## src/design/tx_seq_pkg.sv

```systemverilog
// shared constants for the transmitter start-up sequencer pair
// assumes both ends run on the same 125 MHz mclk
package tx_seq_pkg;
  // register offsets on the configuration port
  localparam logic [2:0] ADDR_MAIN = 3'h0;
  localparam logic [2:0] ADDR_INTF = 3'h1;
  localparam logic [2:0] ADDR_VCO = 3'h2;
  localparam logic [2:0] ADDR_PABUF = 3'h3;
  localparam logic [2:0] ADDR_MODULATOR_CONFIG_REG = 3'h4;
  localparam logic [2:0] ADDR_RATE = 3'h5;
  localparam logic [2:0] ADDR_CAL = 3'h6;
  localparam logic [2:0] ADDR_STATUS = 3'h7;
  // field positions
  localparam int MAIN_RST_N_BIT = 0;
  localparam int MAIN_TX_PD_BIT = 1;
  localparam int MAIN_SYN_PD_BIT = 2;
  localparam int MAIN_REF_PD_BIT = 3;
  localparam int MAIN_FSEL_BIT = 6;
  localparam int INTF_BYPASS_BIT = 0;
  localparam int MODULATOR_CONFIG_REG_PRBS_BIT = 0;
  localparam int CAL_START_BIT = 0;
  localparam int STAT_CAL_DONE_BIT = 0;
  localparam int STAT_CAL_BUSY_BIT = 1;
  localparam int STAT_PRBS_RUN_BIT = 2;
  localparam int VCO_B_LSB = 4;
  // values after reset
  localparam logic [7:0] MAIN_RST = 8'h0f;
  localparam logic [7:0] INTF_RST = 8'h00;
  localparam logic [7:0] VCO_RST = 8'h88;
  localparam logic [7:0] PABUF_RST = 8'h04;
  localparam logic [7:0] MODULATOR_CONFIG_REG_RST = 8'h00;
  localparam logic [7:0] RATE_RST = 8'h0f;
  // pattern generator: nine stages, taps at x^9 and x^5
  localparam logic [8:0] PRBS_SEED = 9'h1ff;
  localparam int PRBS_TAP_HI = 8;
  localparam int PRBS_TAP_LO = 4;
  // timing
  localparam int CLK_MHZ = 125;
  localparam int TURN_ON_US = 3200;
  localparam int LOCK_US = 1300;
  localparam int TURN_ON_CYC = TURN_ON_US * CLK_MHZ;
  localparam int LOCK_CYC = LOCK_US * CLK_MHZ;
  localparam int CAL_CYC = 64;
  localparam int WAIT_W = 19;
  localparam int CAL_W = 8;
endpackage

```

## src/design/tx_seq_if.sv

```systemverilog
// configuration port and data pin between host and transmitter
// assumes both ends are clocked by the same mclk
`timescale 1ns/1ps
interface tx_seq_if (
  input wire logic mclk
);
  logic cfg_sel_n;
  logic cfg_we;
  logic [2:0] cfg_addr;
  logic [7:0] cfg_wdata;
  logic [7:0] cfg_rdata;
  logic tx_data_in;

  modport dev (
    input cfg_sel_n,
    input cfg_we,
    input cfg_addr,
    input cfg_wdata,
    input tx_data_in,
    output cfg_rdata
  );

  modport hst (
    output cfg_sel_n,
    output cfg_we,
    output cfg_addr,
    output cfg_wdata,
    output tx_data_in,
    input cfg_rdata
  );
endinterface

```

## src/design/tx_seq_dev.sv

```systemverilog
// transmitter power, reset, calibration and test pattern control
// assumes the host shares mclk and drives the port one cycle per access
// Functional notes
// RULE1 - host waits turn-on time before transmitting
// RULE2 - host waits lock time after set switch
// RULE3 - separate oscillator bias per frequency set
// RULE4 - separate power amplifier buffer bias setting
// RULE5 - independent transmit, synthesizer, oscillator power-downs
// RULE6 - host holds select high during power down
// RULE7 - soft reset bit low restores defaults
// RULE8 - registers writable in any order, then calibrate
// RULE9 - bit timing derived from reference clock
// RULE10 - bypass bit set for full-swing clock
// RULE11 - pattern enable replaces user data
// RULE12 - data pin transition starts the pattern
// RULE13 - nine-stage sequence x^9 + x^5 + 1
// RULE14 - calibration trigger starts automatic calibration
// RULE15 - host keeps amplifier off until locked
`timescale 1ns/1ps
module tx_seq_dev (
  // clock and reset
  input wire logic mclk,
  input wire logic rst_n,
  // link to the host
  tx_seq_if.dev link,
  // power controls
  output logic tx_pd,
  output logic synth_pd,
  output logic refosc_pd,
  // analog settings
  output logic ref_input_bypass,
  output logic [3:0] vco_bias,
  output logic [7:0] pa_buffer_bias,
  output logic freq_sel,
  // modulator side
  output logic mod_data,
  output logic bit_tick,
  output logic cal_busy,
  output logic cal_done
);

  logic [7:0] main_q, main_d;
  logic [7:0] intf_q, intf_d;
  logic [7:0] vco_q, vco_d;
  logic [7:0] pabuf_q, pabuf_d;
  logic [7:0] modulator_config_reg_q, modulator_config_reg_d;
  logic [7:0] rate_q, rate_d;
  logic [7:0] rdata_q, rdata_d;
  logic [7:0] rate_cnt_q, rate_cnt_d;
  logic [tx_seq_pkg::CAL_W-1:0] cal_cnt_q, cal_cnt_d;
  logic cal_busy_q, cal_busy_d;
  logic cal_done_q, cal_done_d;
  logic [8:0] lfsr_q, lfsr_d;
  logic prbs_arm_q, prbs_arm_d;
  logic prbs_run_q, prbs_run_d;
  logic txd_q, txd_d;
  logic txd_prev_q, txd_prev_d;
  logic tick_q, tick_d;
  logic mod_q, mod_d;
  logic vco_sel_q, vco_sel_d;
  logic [3:0] vco_out_q, vco_out_d;
  logic wr;
  logic rd;
  logic held;
  logic prbs_on;

  function automatic logic [7:0] read_mux(input logic [2:0] a);
    logic [7:0] r;
    r = 8'h00;
    case (a)
      tx_seq_pkg::ADDR_MAIN: r = main_q;
      tx_seq_pkg::ADDR_INTF: r = intf_q;
      tx_seq_pkg::ADDR_VCO: r = vco_q;
      tx_seq_pkg::ADDR_PABUF: r = pabuf_q;
      tx_seq_pkg::ADDR_MODULATOR_CONFIG_REG: r = modulator_config_reg_q;
      tx_seq_pkg::ADDR_RATE: r = rate_q;
      tx_seq_pkg::ADDR_CAL: r = 8'h00;
      default: begin
        r[tx_seq_pkg::STAT_CAL_DONE_BIT] = cal_done_q;
        r[tx_seq_pkg::STAT_CAL_BUSY_BIT] = cal_busy_q;
        r[tx_seq_pkg::STAT_PRBS_RUN_BIT] = prbs_run_q;
      end
    endcase
    return r;
  endfunction

  assign wr = !link.cfg_sel_n && link.cfg_we;
  assign rd = !link.cfg_sel_n && !link.cfg_we;
  // soft reset stays in force while the bit reads low
  assign held = !main_q[tx_seq_pkg::MAIN_RST_N_BIT];
  assign prbs_on = modulator_config_reg_q[tx_seq_pkg::MODULATOR_CONFIG_REG_PRBS_BIT];

  // configuration registers
  always_comb begin
    main_d = main_q;
    intf_d = intf_q;
    vco_d = vco_q;
    pabuf_d = pabuf_q;
    modulator_config_reg_d = modulator_config_reg_q;
    rate_d = rate_q;
    rdata_d = rdata_q;
    if (wr && link.cfg_addr == tx_seq_pkg::ADDR_MAIN) begin
      main_d = link.cfg_wdata; // RULE5
    end
    if (held) begin
      intf_d = tx_seq_pkg::INTF_RST; // RULE7
      vco_d = tx_seq_pkg::VCO_RST;
      pabuf_d = tx_seq_pkg::PABUF_RST;
      modulator_config_reg_d = tx_seq_pkg::MODULATOR_CONFIG_REG_RST;
      rate_d = tx_seq_pkg::RATE_RST;
    end else if (wr) begin
      // any register may be written in any order once the soft reset bit is high
      case (link.cfg_addr) // RULE8
        tx_seq_pkg::ADDR_INTF: intf_d = link.cfg_wdata;
        tx_seq_pkg::ADDR_VCO: vco_d = link.cfg_wdata;
        tx_seq_pkg::ADDR_PABUF: pabuf_d = link.cfg_wdata;
        tx_seq_pkg::ADDR_MODULATOR_CONFIG_REG: modulator_config_reg_d = link.cfg_wdata;
        tx_seq_pkg::ADDR_RATE: rate_d = link.cfg_wdata;
        default: ;
      endcase
    end
    if (rd) begin
      rdata_d = read_mux(link.cfg_addr);
    end
  end

  always_ff @(posedge mclk) begin
    if (!rst_n) begin
      main_q <= tx_seq_pkg::MAIN_RST;
      intf_q <= tx_seq_pkg::INTF_RST;
      vco_q <= tx_seq_pkg::VCO_RST;
      pabuf_q <= tx_seq_pkg::PABUF_RST;
      modulator_config_reg_q <= tx_seq_pkg::MODULATOR_CONFIG_REG_RST;
      rate_q <= tx_seq_pkg::RATE_RST;
      rdata_q <= 8'h00;
    end else begin
      main_q <= main_d;
      intf_q <= intf_d;
      vco_q <= vco_d;
      pabuf_q <= pabuf_d;
      modulator_config_reg_q <= modulator_config_reg_d;
      rate_q <= rate_d;
      rdata_q <= rdata_d;
    end
  end

  // calibration; a new trigger during a run restarts it
  always_comb begin
    cal_cnt_d = cal_cnt_q;
    cal_busy_d = cal_busy_q;
    cal_done_d = cal_done_q;
    if (held) begin
      cal_cnt_d = '0;
      cal_busy_d = 1'b0;
      cal_done_d = 1'b0;
    end else if (wr && link.cfg_addr == tx_seq_pkg::ADDR_CAL &&
                 link.cfg_wdata[tx_seq_pkg::CAL_START_BIT]) begin
      cal_cnt_d = tx_seq_pkg::CAL_W'(tx_seq_pkg::CAL_CYC); // RULE14
      cal_busy_d = 1'b1;
      cal_done_d = 1'b0;
    end else if (cal_busy_q) begin
      cal_cnt_d = cal_cnt_q - 1'b1;
      if (cal_cnt_q == tx_seq_pkg::CAL_W'(1)) begin
        cal_busy_d = 1'b0;
        cal_done_d = 1'b1; // RULE14
      end
    end
  end

  always_ff @(posedge mclk) begin
    if (!rst_n) begin
      cal_cnt_q <= '0;
      cal_busy_q <= 1'b0;
      cal_done_q <= 1'b0;
    end else begin
      cal_cnt_q <= cal_cnt_d;
      cal_busy_q <= cal_busy_d;
      cal_done_q <= cal_done_d;
    end
  end

  // bit timing and test pattern
  always_comb begin
    rate_cnt_d = rate_cnt_q;
    tick_d = 1'b0;
    txd_d = link.tx_data_in;
    txd_prev_d = txd_q;
    lfsr_d = lfsr_q;
    prbs_arm_d = prbs_arm_q;
    prbs_run_d = prbs_run_q;
    // no reference, no bit timing
    if (main_q[tx_seq_pkg::MAIN_REF_PD_BIT]) begin
      rate_cnt_d = 8'h00;
    end else if (rate_cnt_q >= rate_q) begin
      rate_cnt_d = 8'h00; // RULE9
      tick_d = 1'b1;
    end else begin
      rate_cnt_d = rate_cnt_q + 8'h01;
    end
    if (!prbs_on) begin
      prbs_arm_d = 1'b0;
      prbs_run_d = 1'b0;
    end else if (!prbs_arm_q && !prbs_run_q) begin
      prbs_arm_d = 1'b1;
    end else if (prbs_arm_q && txd_q != txd_prev_q) begin
      prbs_arm_d = 1'b0; // RULE12
      prbs_run_d = 1'b1;
      lfsr_d = tx_seq_pkg::PRBS_SEED;
    end else if (prbs_run_q && tick_q) begin
      lfsr_d = {lfsr_q[7:0], lfsr_q[tx_seq_pkg::PRBS_TAP_HI] ^
                lfsr_q[tx_seq_pkg::PRBS_TAP_LO]}; // RULE13
    end
    mod_d = prbs_run_q ? lfsr_q[tx_seq_pkg::PRBS_TAP_HI] : txd_q; // RULE11
  end

  always_ff @(posedge mclk) begin
    if (!rst_n) begin
      rate_cnt_q <= 8'h00;
      tick_q <= 1'b0;
      txd_q <= 1'b0;
      txd_prev_q <= 1'b0;
      lfsr_q <= tx_seq_pkg::PRBS_SEED;
      prbs_arm_q <= 1'b0;
      prbs_run_q <= 1'b0;
      mod_q <= 1'b0;
    end else begin
      rate_cnt_q <= rate_cnt_d;
      tick_q <= tick_d;
      txd_q <= txd_d;
      txd_prev_q <= txd_prev_d;
      lfsr_q <= lfsr_d;
      prbs_arm_q <= prbs_arm_d;
      prbs_run_q <= prbs_run_d;
      mod_q <= mod_d;
    end
  end

  // bias follows the selected frequency set
  always_comb begin
    vco_sel_d = main_q[tx_seq_pkg::MAIN_FSEL_BIT];
    vco_out_d = main_q[tx_seq_pkg::MAIN_FSEL_BIT] ?
      vco_q[tx_seq_pkg::VCO_B_LSB +: 4] : vco_q[3:0]; // RULE3
  end

  always_ff @(posedge mclk) begin
    if (!rst_n) begin
      vco_sel_q <= 1'b0;
      vco_out_q <= tx_seq_pkg::VCO_RST[3:0];
    end else begin
      vco_sel_q <= vco_sel_d;
      vco_out_q <= vco_out_d;
    end
  end

  assign link.cfg_rdata = rdata_q;
  assign tx_pd = main_q[tx_seq_pkg::MAIN_TX_PD_BIT]; // RULE5
  assign synth_pd = main_q[tx_seq_pkg::MAIN_SYN_PD_BIT];
  assign refosc_pd = main_q[tx_seq_pkg::MAIN_REF_PD_BIT];
  // the bypass only switches the input stage; the host picks it per source
  assign ref_input_bypass = intf_q[tx_seq_pkg::INTF_BYPASS_BIT]; // RULE10
  assign vco_bias = vco_out_q;
  assign pa_buffer_bias = pabuf_q; // RULE4
  assign freq_sel = vco_sel_q;
  assign mod_data = mod_q;
  assign bit_tick = tick_q;
  assign cal_busy = cal_busy_q;
  assign cal_done = cal_done_q;

endmodule

```

## src/flat_wrapper.sv

```systemverilog
// flat-port wrapper written by rule: the top's interface ports become plain ports
module tx_seq_dev_flat 
  (mclk, rst_n, tx_pd, synth_pd, refosc_pd, ref_input_bypass, vco_bias, pa_buffer_bias, freq_sel, mod_data, bit_tick, cal_busy, cal_done, link_cfg_sel_n, link_cfg_we, link_cfg_addr, link_cfg_wdata, link_tx_data_in, link_cfg_rdata);
  tx_seq_if link_i (.mclk(mclk));
  input wire logic mclk;
  input wire logic rst_n;
  output logic tx_pd;
  output logic synth_pd;
  output logic refosc_pd;
  output logic ref_input_bypass;
  output logic [3:0] vco_bias;
  output logic [7:0] pa_buffer_bias;
  output logic freq_sel;
  output logic mod_data;
  output logic bit_tick;
  output logic cal_busy;
  output logic cal_done;
  input wire logic [$bits(link_i.cfg_sel_n)-1:0] link_cfg_sel_n;
  input wire logic [$bits(link_i.cfg_we)-1:0] link_cfg_we;
  input wire logic [$bits(link_i.cfg_addr)-1:0] link_cfg_addr;
  input wire logic [$bits(link_i.cfg_wdata)-1:0] link_cfg_wdata;
  input wire logic [$bits(link_i.tx_data_in)-1:0] link_tx_data_in;
  output wire logic [$bits(link_i.cfg_rdata)-1:0] link_cfg_rdata;
  assign link_i.cfg_sel_n = link_cfg_sel_n;
  assign link_i.cfg_we = link_cfg_we;
  assign link_i.cfg_addr = link_cfg_addr;
  assign link_i.cfg_wdata = link_cfg_wdata;
  assign link_i.tx_data_in = link_tx_data_in;
  assign link_cfg_rdata = link_i.cfg_rdata;
  tx_seq_dev u_core (.mclk(mclk), .rst_n(rst_n), .link(link_i), .tx_pd(tx_pd), .synth_pd(synth_pd), .refosc_pd(refosc_pd), .ref_input_bypass(ref_input_bypass), .vco_bias(vco_bias), .pa_buffer_bias(pa_buffer_bias), .freq_sel(freq_sel), .mod_data(mod_data), .bit_tick(bit_tick), .cal_busy(cal_busy), .cal_done(cal_done));
endmodule
```

## config.mk

```make
export PLATFORM = sky130hd
export DESIGN_NAME = tx_seq_dev_flat
export DESIGN_NICKNAME = d
export VERILOG_FILES = /design/src/design/tx_seq_pkg.sv /design/src/design/tx_seq_if.sv /design/src/design/tx_seq_dev.sv /design/src/flat_wrapper.sv
export SDC_FILE = /design/constraint.sdc
export NUM_CORES = 1
export LEC_CHECK = 0
export BUFFER_PORTS_ARGS = -buffer_cell sky130_fd_sc_hd__buf_2
export CELL_PAD_IN_SITES_DETAIL_PLACEMENT = 0
export CELL_PAD_IN_SITES_GLOBAL_PLACEMENT = 1
export CORE_UTILIZATION = 48
export DETAILED_ROUTE_END_ITERATION = 8
export PLACE_DENSITY_LB_ADDON = 0.1
export SKIP_LAST_GASP = 1
export SLEW_MARGIN = 0
export SYNTH_ARGS = -nofsm -noshare
export SYNTH_HDL_FRONTEND = slang
export SYNTH_SLANG_ARGS = --single-unit
```

## constraint.sdc

```tcl
create_clock -name mclk -period 3.88 [get_ports mclk]
set_clock_uncertainty 0.1 [all_clocks]
set_input_delay 1.164 -clock mclk [delete_from_list [all_inputs] [get_ports mclk]]
set_output_delay 1.164 -clock mclk [all_outputs]
set_load 0.05 [all_outputs]
```

==> summary.md <==
| Metric | Value |
|---|---|
| Placed cell count | `588` |
| First-pass iteration count of the detailed router | `4` |
| Wirelength per Cell | `17.0 µm` |
| Most frequent cells in the layout | `94 x dfxtp_1, 44 x nand2_1, 44 x buf_2` |
| Die H | `95.9 µm` |
| Initial antenna violation count | `0` |
| CTS clk-pin slew, worst paths | `90 ps` |
| CTS sink count | `94` |
| Num rows | `33` |
| Critical path startpoint category | `primary input` |
| Slew HR | `46.6%` |
| Worst-margin pin slew | `794 ps` |
| Gr ovfl total | `0` |
| Detail Route Antenna Nets | `0` |
| Overall Global Routing Usage | `23.9%` |
| RSZ-0062 raised after global routing | `false` |
| Mapped cell area | `0.00423 mm²` |
| Clock Latency Late Sink | `360 ps` |
| Commonest non-fill, non-tap cell in the layout | `dfxtp_1` |
| Synth warn | `0` |
| Post-synthesis sequential area ratio | `44.5%` |
| PD cells | `405 mW/mm²` |
| I/O Pins | `45` |
| Area grow syn2layout | `11.8%` |
| Register area | `0.00188 mm²` |
| Reg2reg setup slack | `1860 ps` |
| Share of cells above drive strength 1 | `17.4%` |
| Peak fanout along the critical path | `18` |
| Synth async-reset ratio | `0%` |
| Hpwl dp | `7130 µm` |
| Maximum vdd drop | `216 µV` |
| Setup crit end | `u_core.pa_buffer_bias[2]` |
| Final #Nets | `521` |
| Via count | `3331` |
| Crit path max-delay family | `simple AND/OR/NAND/NOR gates` |
| Max Root-Sink Buffers | `2` |
| Slowest stage delay, CP | `530 ps` |
| Full die area | `0.00919 mm²` |
| Number of buffers and inverters on the critical path | `1` |
| Post-Synthesis Cells | `458` |
| CTS tree | `yes` |
| Syn Nets | `485` |
| Post_cts resized | `0` |
| Final non-filler cell total | `604` |
| Final hold vios | `0` |
| Pins over their slew limit | `0` |
| Final Cycle Share | `69.1%` |
| Post-cts hold buffer count | `0` |
| Final setup TNS | `0 ps` |
| Diode count | `0` |
| CP Cell Sequence | `buf_2 > and2b_1 > and3_1 > mux2i_1 > nand2_1` |
| Synth unique cells | `56` |
| R2r endpoint | `u_core.rate_cnt_q[6]` |
| FF-to-FF Start | `u_core.rate_cnt_q[0]` |
| CP max stage cell | `and3_1` |
| Root buf cell | `clkbuf_8` |
| Run status | `finished, final reports clean` |
| Origin of the worst setup path | `link_cfg_addr[1]` |
| Leakage | `2.01 nW` |
| Worst Hold Class | `reg2reg` |
| WL final | `10300 µm` |
| Largest net degree at the start of global routing | `29` |
| Clock H-tree levels | `3` |
| # fillers | `793` |
| Min Tclk post-route | `2680 ps` |
| Number of DRC markers in iteration 0 | `223` |
| IO Port Bufs | `44` |
| Post-CTS setup buffer count | `0` |
| Worst EP required | `4030 ps` |
| Worst r2r path cells | `6` |
| Inserted Clock Buffers | `9` |
| First-pass GRT wire length | `16300 µm` |
| WP data arrival | `2840 ps` |
| Post-route DRC | `0` |
| GPL Wtd Cong | `0.861` |
| Via density | `5.51` |
| Critical Path End Type | `flop` |
| CORE AREA | `0.00838 mm²` |
| Area of the multi-input gates | `0.00214 mm²` |
| Starting Density | `50.5%` |
| F_max | `373 MHz` |
| Crit Path Class | `in2reg` |
| Final setup fails | `0` |
| Die Wd | `95.9 µm` |
| Max-Cap Viols | `0` |
| Crit. path cell count | `5` |
| Post-synthesis register bit count | `94` |
| Prevailing post-synth register cell | `dfxtp_1` |
| Synth Area per Inst | `9.23 µm²` |
| Number of global-route vias before repair | `3079` |
| EDFF count, synth | `0` |
| Design Power | `0.00191 W` |
sequential cells by signal, summed over array words and instances, names as in the netlist:
name and flops:
u_core.bit_tick 1, u_core.mod_data 1, u_core.vco_bias 4, u_core.lfsr_q 9, u_core.cal_cnt_q 8, u_core.pa_buffer_bias 8, u_core.cal_busy 1, u_core.txd_prev_q 1
u_core.prbs_run_q 1, u_core.cal_done 1, u_core.vco_q 8, u_core.txd_prev_d 1, u_core.prbs_arm_q 1, u_core.modulator_config_reg_q 8, u_core.rate_cnt_q 8, u_core.rate_q 8
u_core.freq_sel 1, u_core.intf_q 8, u_core.main_q 8, u_core.link.cfg_rdata 8
Yosys cell counts, types with 5 or more instances:
cell | number | area share, %
xnor2_1 | 6 | 1.2
mux2_2 | 9 | 2.4
inv_1 | 16 | 1.4
nor2_1 | 43 | 3.8
buf_2 | 9 | 1.1
o211ai_1 | 5 | 0.89
mux2i_1 | 37 | 8.8
and3_1 | 6 | 0.89
o21ai_0 | 7 | 0.83
xor2_1 | 9 | 1.9
nand3_1 | 40 | 4.7
a21oi_1 | 24 | 2.8
clkbuf_1 | 11 | 0.98
nand2_1 | 44 | 3.9
dfxtp_1 | 94 | 44
a22oi_1 | 6 | 1.1
ha_1 | 11 | 3.3
nor2b_1 | 21 | 3.1
and2_1 | 5 | 0.74
per-stage QoR:
step | util, % | hold WS, ps | instance area, µm² | worst slack [ps]
after floorplan | - | 333 | 4230 | 1530
after global placement | 53.5 | 343 | 4490 | 899
after detailed placement | 53.5 | 348 | 4490 | 840
after CTS | 56.4 | 362 | 4730 | 1220
after global routing | 56.4 | 390 | 4730 | 1070
final | 56.4 | 363 | 4730 | 1200
worst min-delay path: stages (launching register included):
cell and delay [ps]:
dfxtp_1 320, nand2_1 50, a21oi_1 50
layer usage:
metal	share of wire, %	vias up	track usage [%]
li1	-	1660	-
met1	49	1555	35.6
met2	44	103	34.6
met3	6.2	13	5.06
met4	1.3	0	6.22
met5	0	-	0
worst min-delay path by stage:
stage	start	to	slack [ps]	depth (start not counted)
finish	u_core.modulator_config_reg_q[4]	u_core.modulator_config_reg_q[4]	360	2
global route	u_core.main_q[5]	u_core.main_q[5]	390	2
CTS	u_core.modulator_config_reg_q[4]	u_core.modulator_config_reg_q[4]	360	2
detailed placement	u_core.modulator_config_reg_q[4]	u_core.modulator_config_reg_q[4]	350	2
global placement	u_core.modulator_config_reg_q[6]	u_core.modulator_config_reg_q[6]	340	2
floorplan	u_core.modulator_config_reg_q[1]	u_core.modulator_config_reg_q[1]	330	2
logic make-up after synthesis:
family / synth area share [%]
fa+ha+maj: 3.25
flops: 44.5
buf+inv: 4.91
compound gates: 10.6
simple gates: 21.4
xor+xnor: 3.11
mux: 12.2
power by group:
| part | switching [W] | leakage, nW | internal [W] |
|---|---|---|---|
| Combinational | 0.000109 | 1.13 | 0.0000496 |
| Sequential | 0.0000119 | 0.761 | 0.000980 |
| Clock | 0.000344 | 0.123 | 0.000418 |
| Total | 0.000465 | 2.01 | 0.00145 |
area by class of cell:
class                   count  share of cell area, %
multi-input cells         322                   45.3
inverters                  16                   1.27
repair buffers             51                   5.77
clock inverters             4                   1.64
clock buffers              12                   3.49
well taps                 105                   2.78
flip-flops and latches     94                   39.8
No activity file was read; power rests on OpenSTA's default activity.
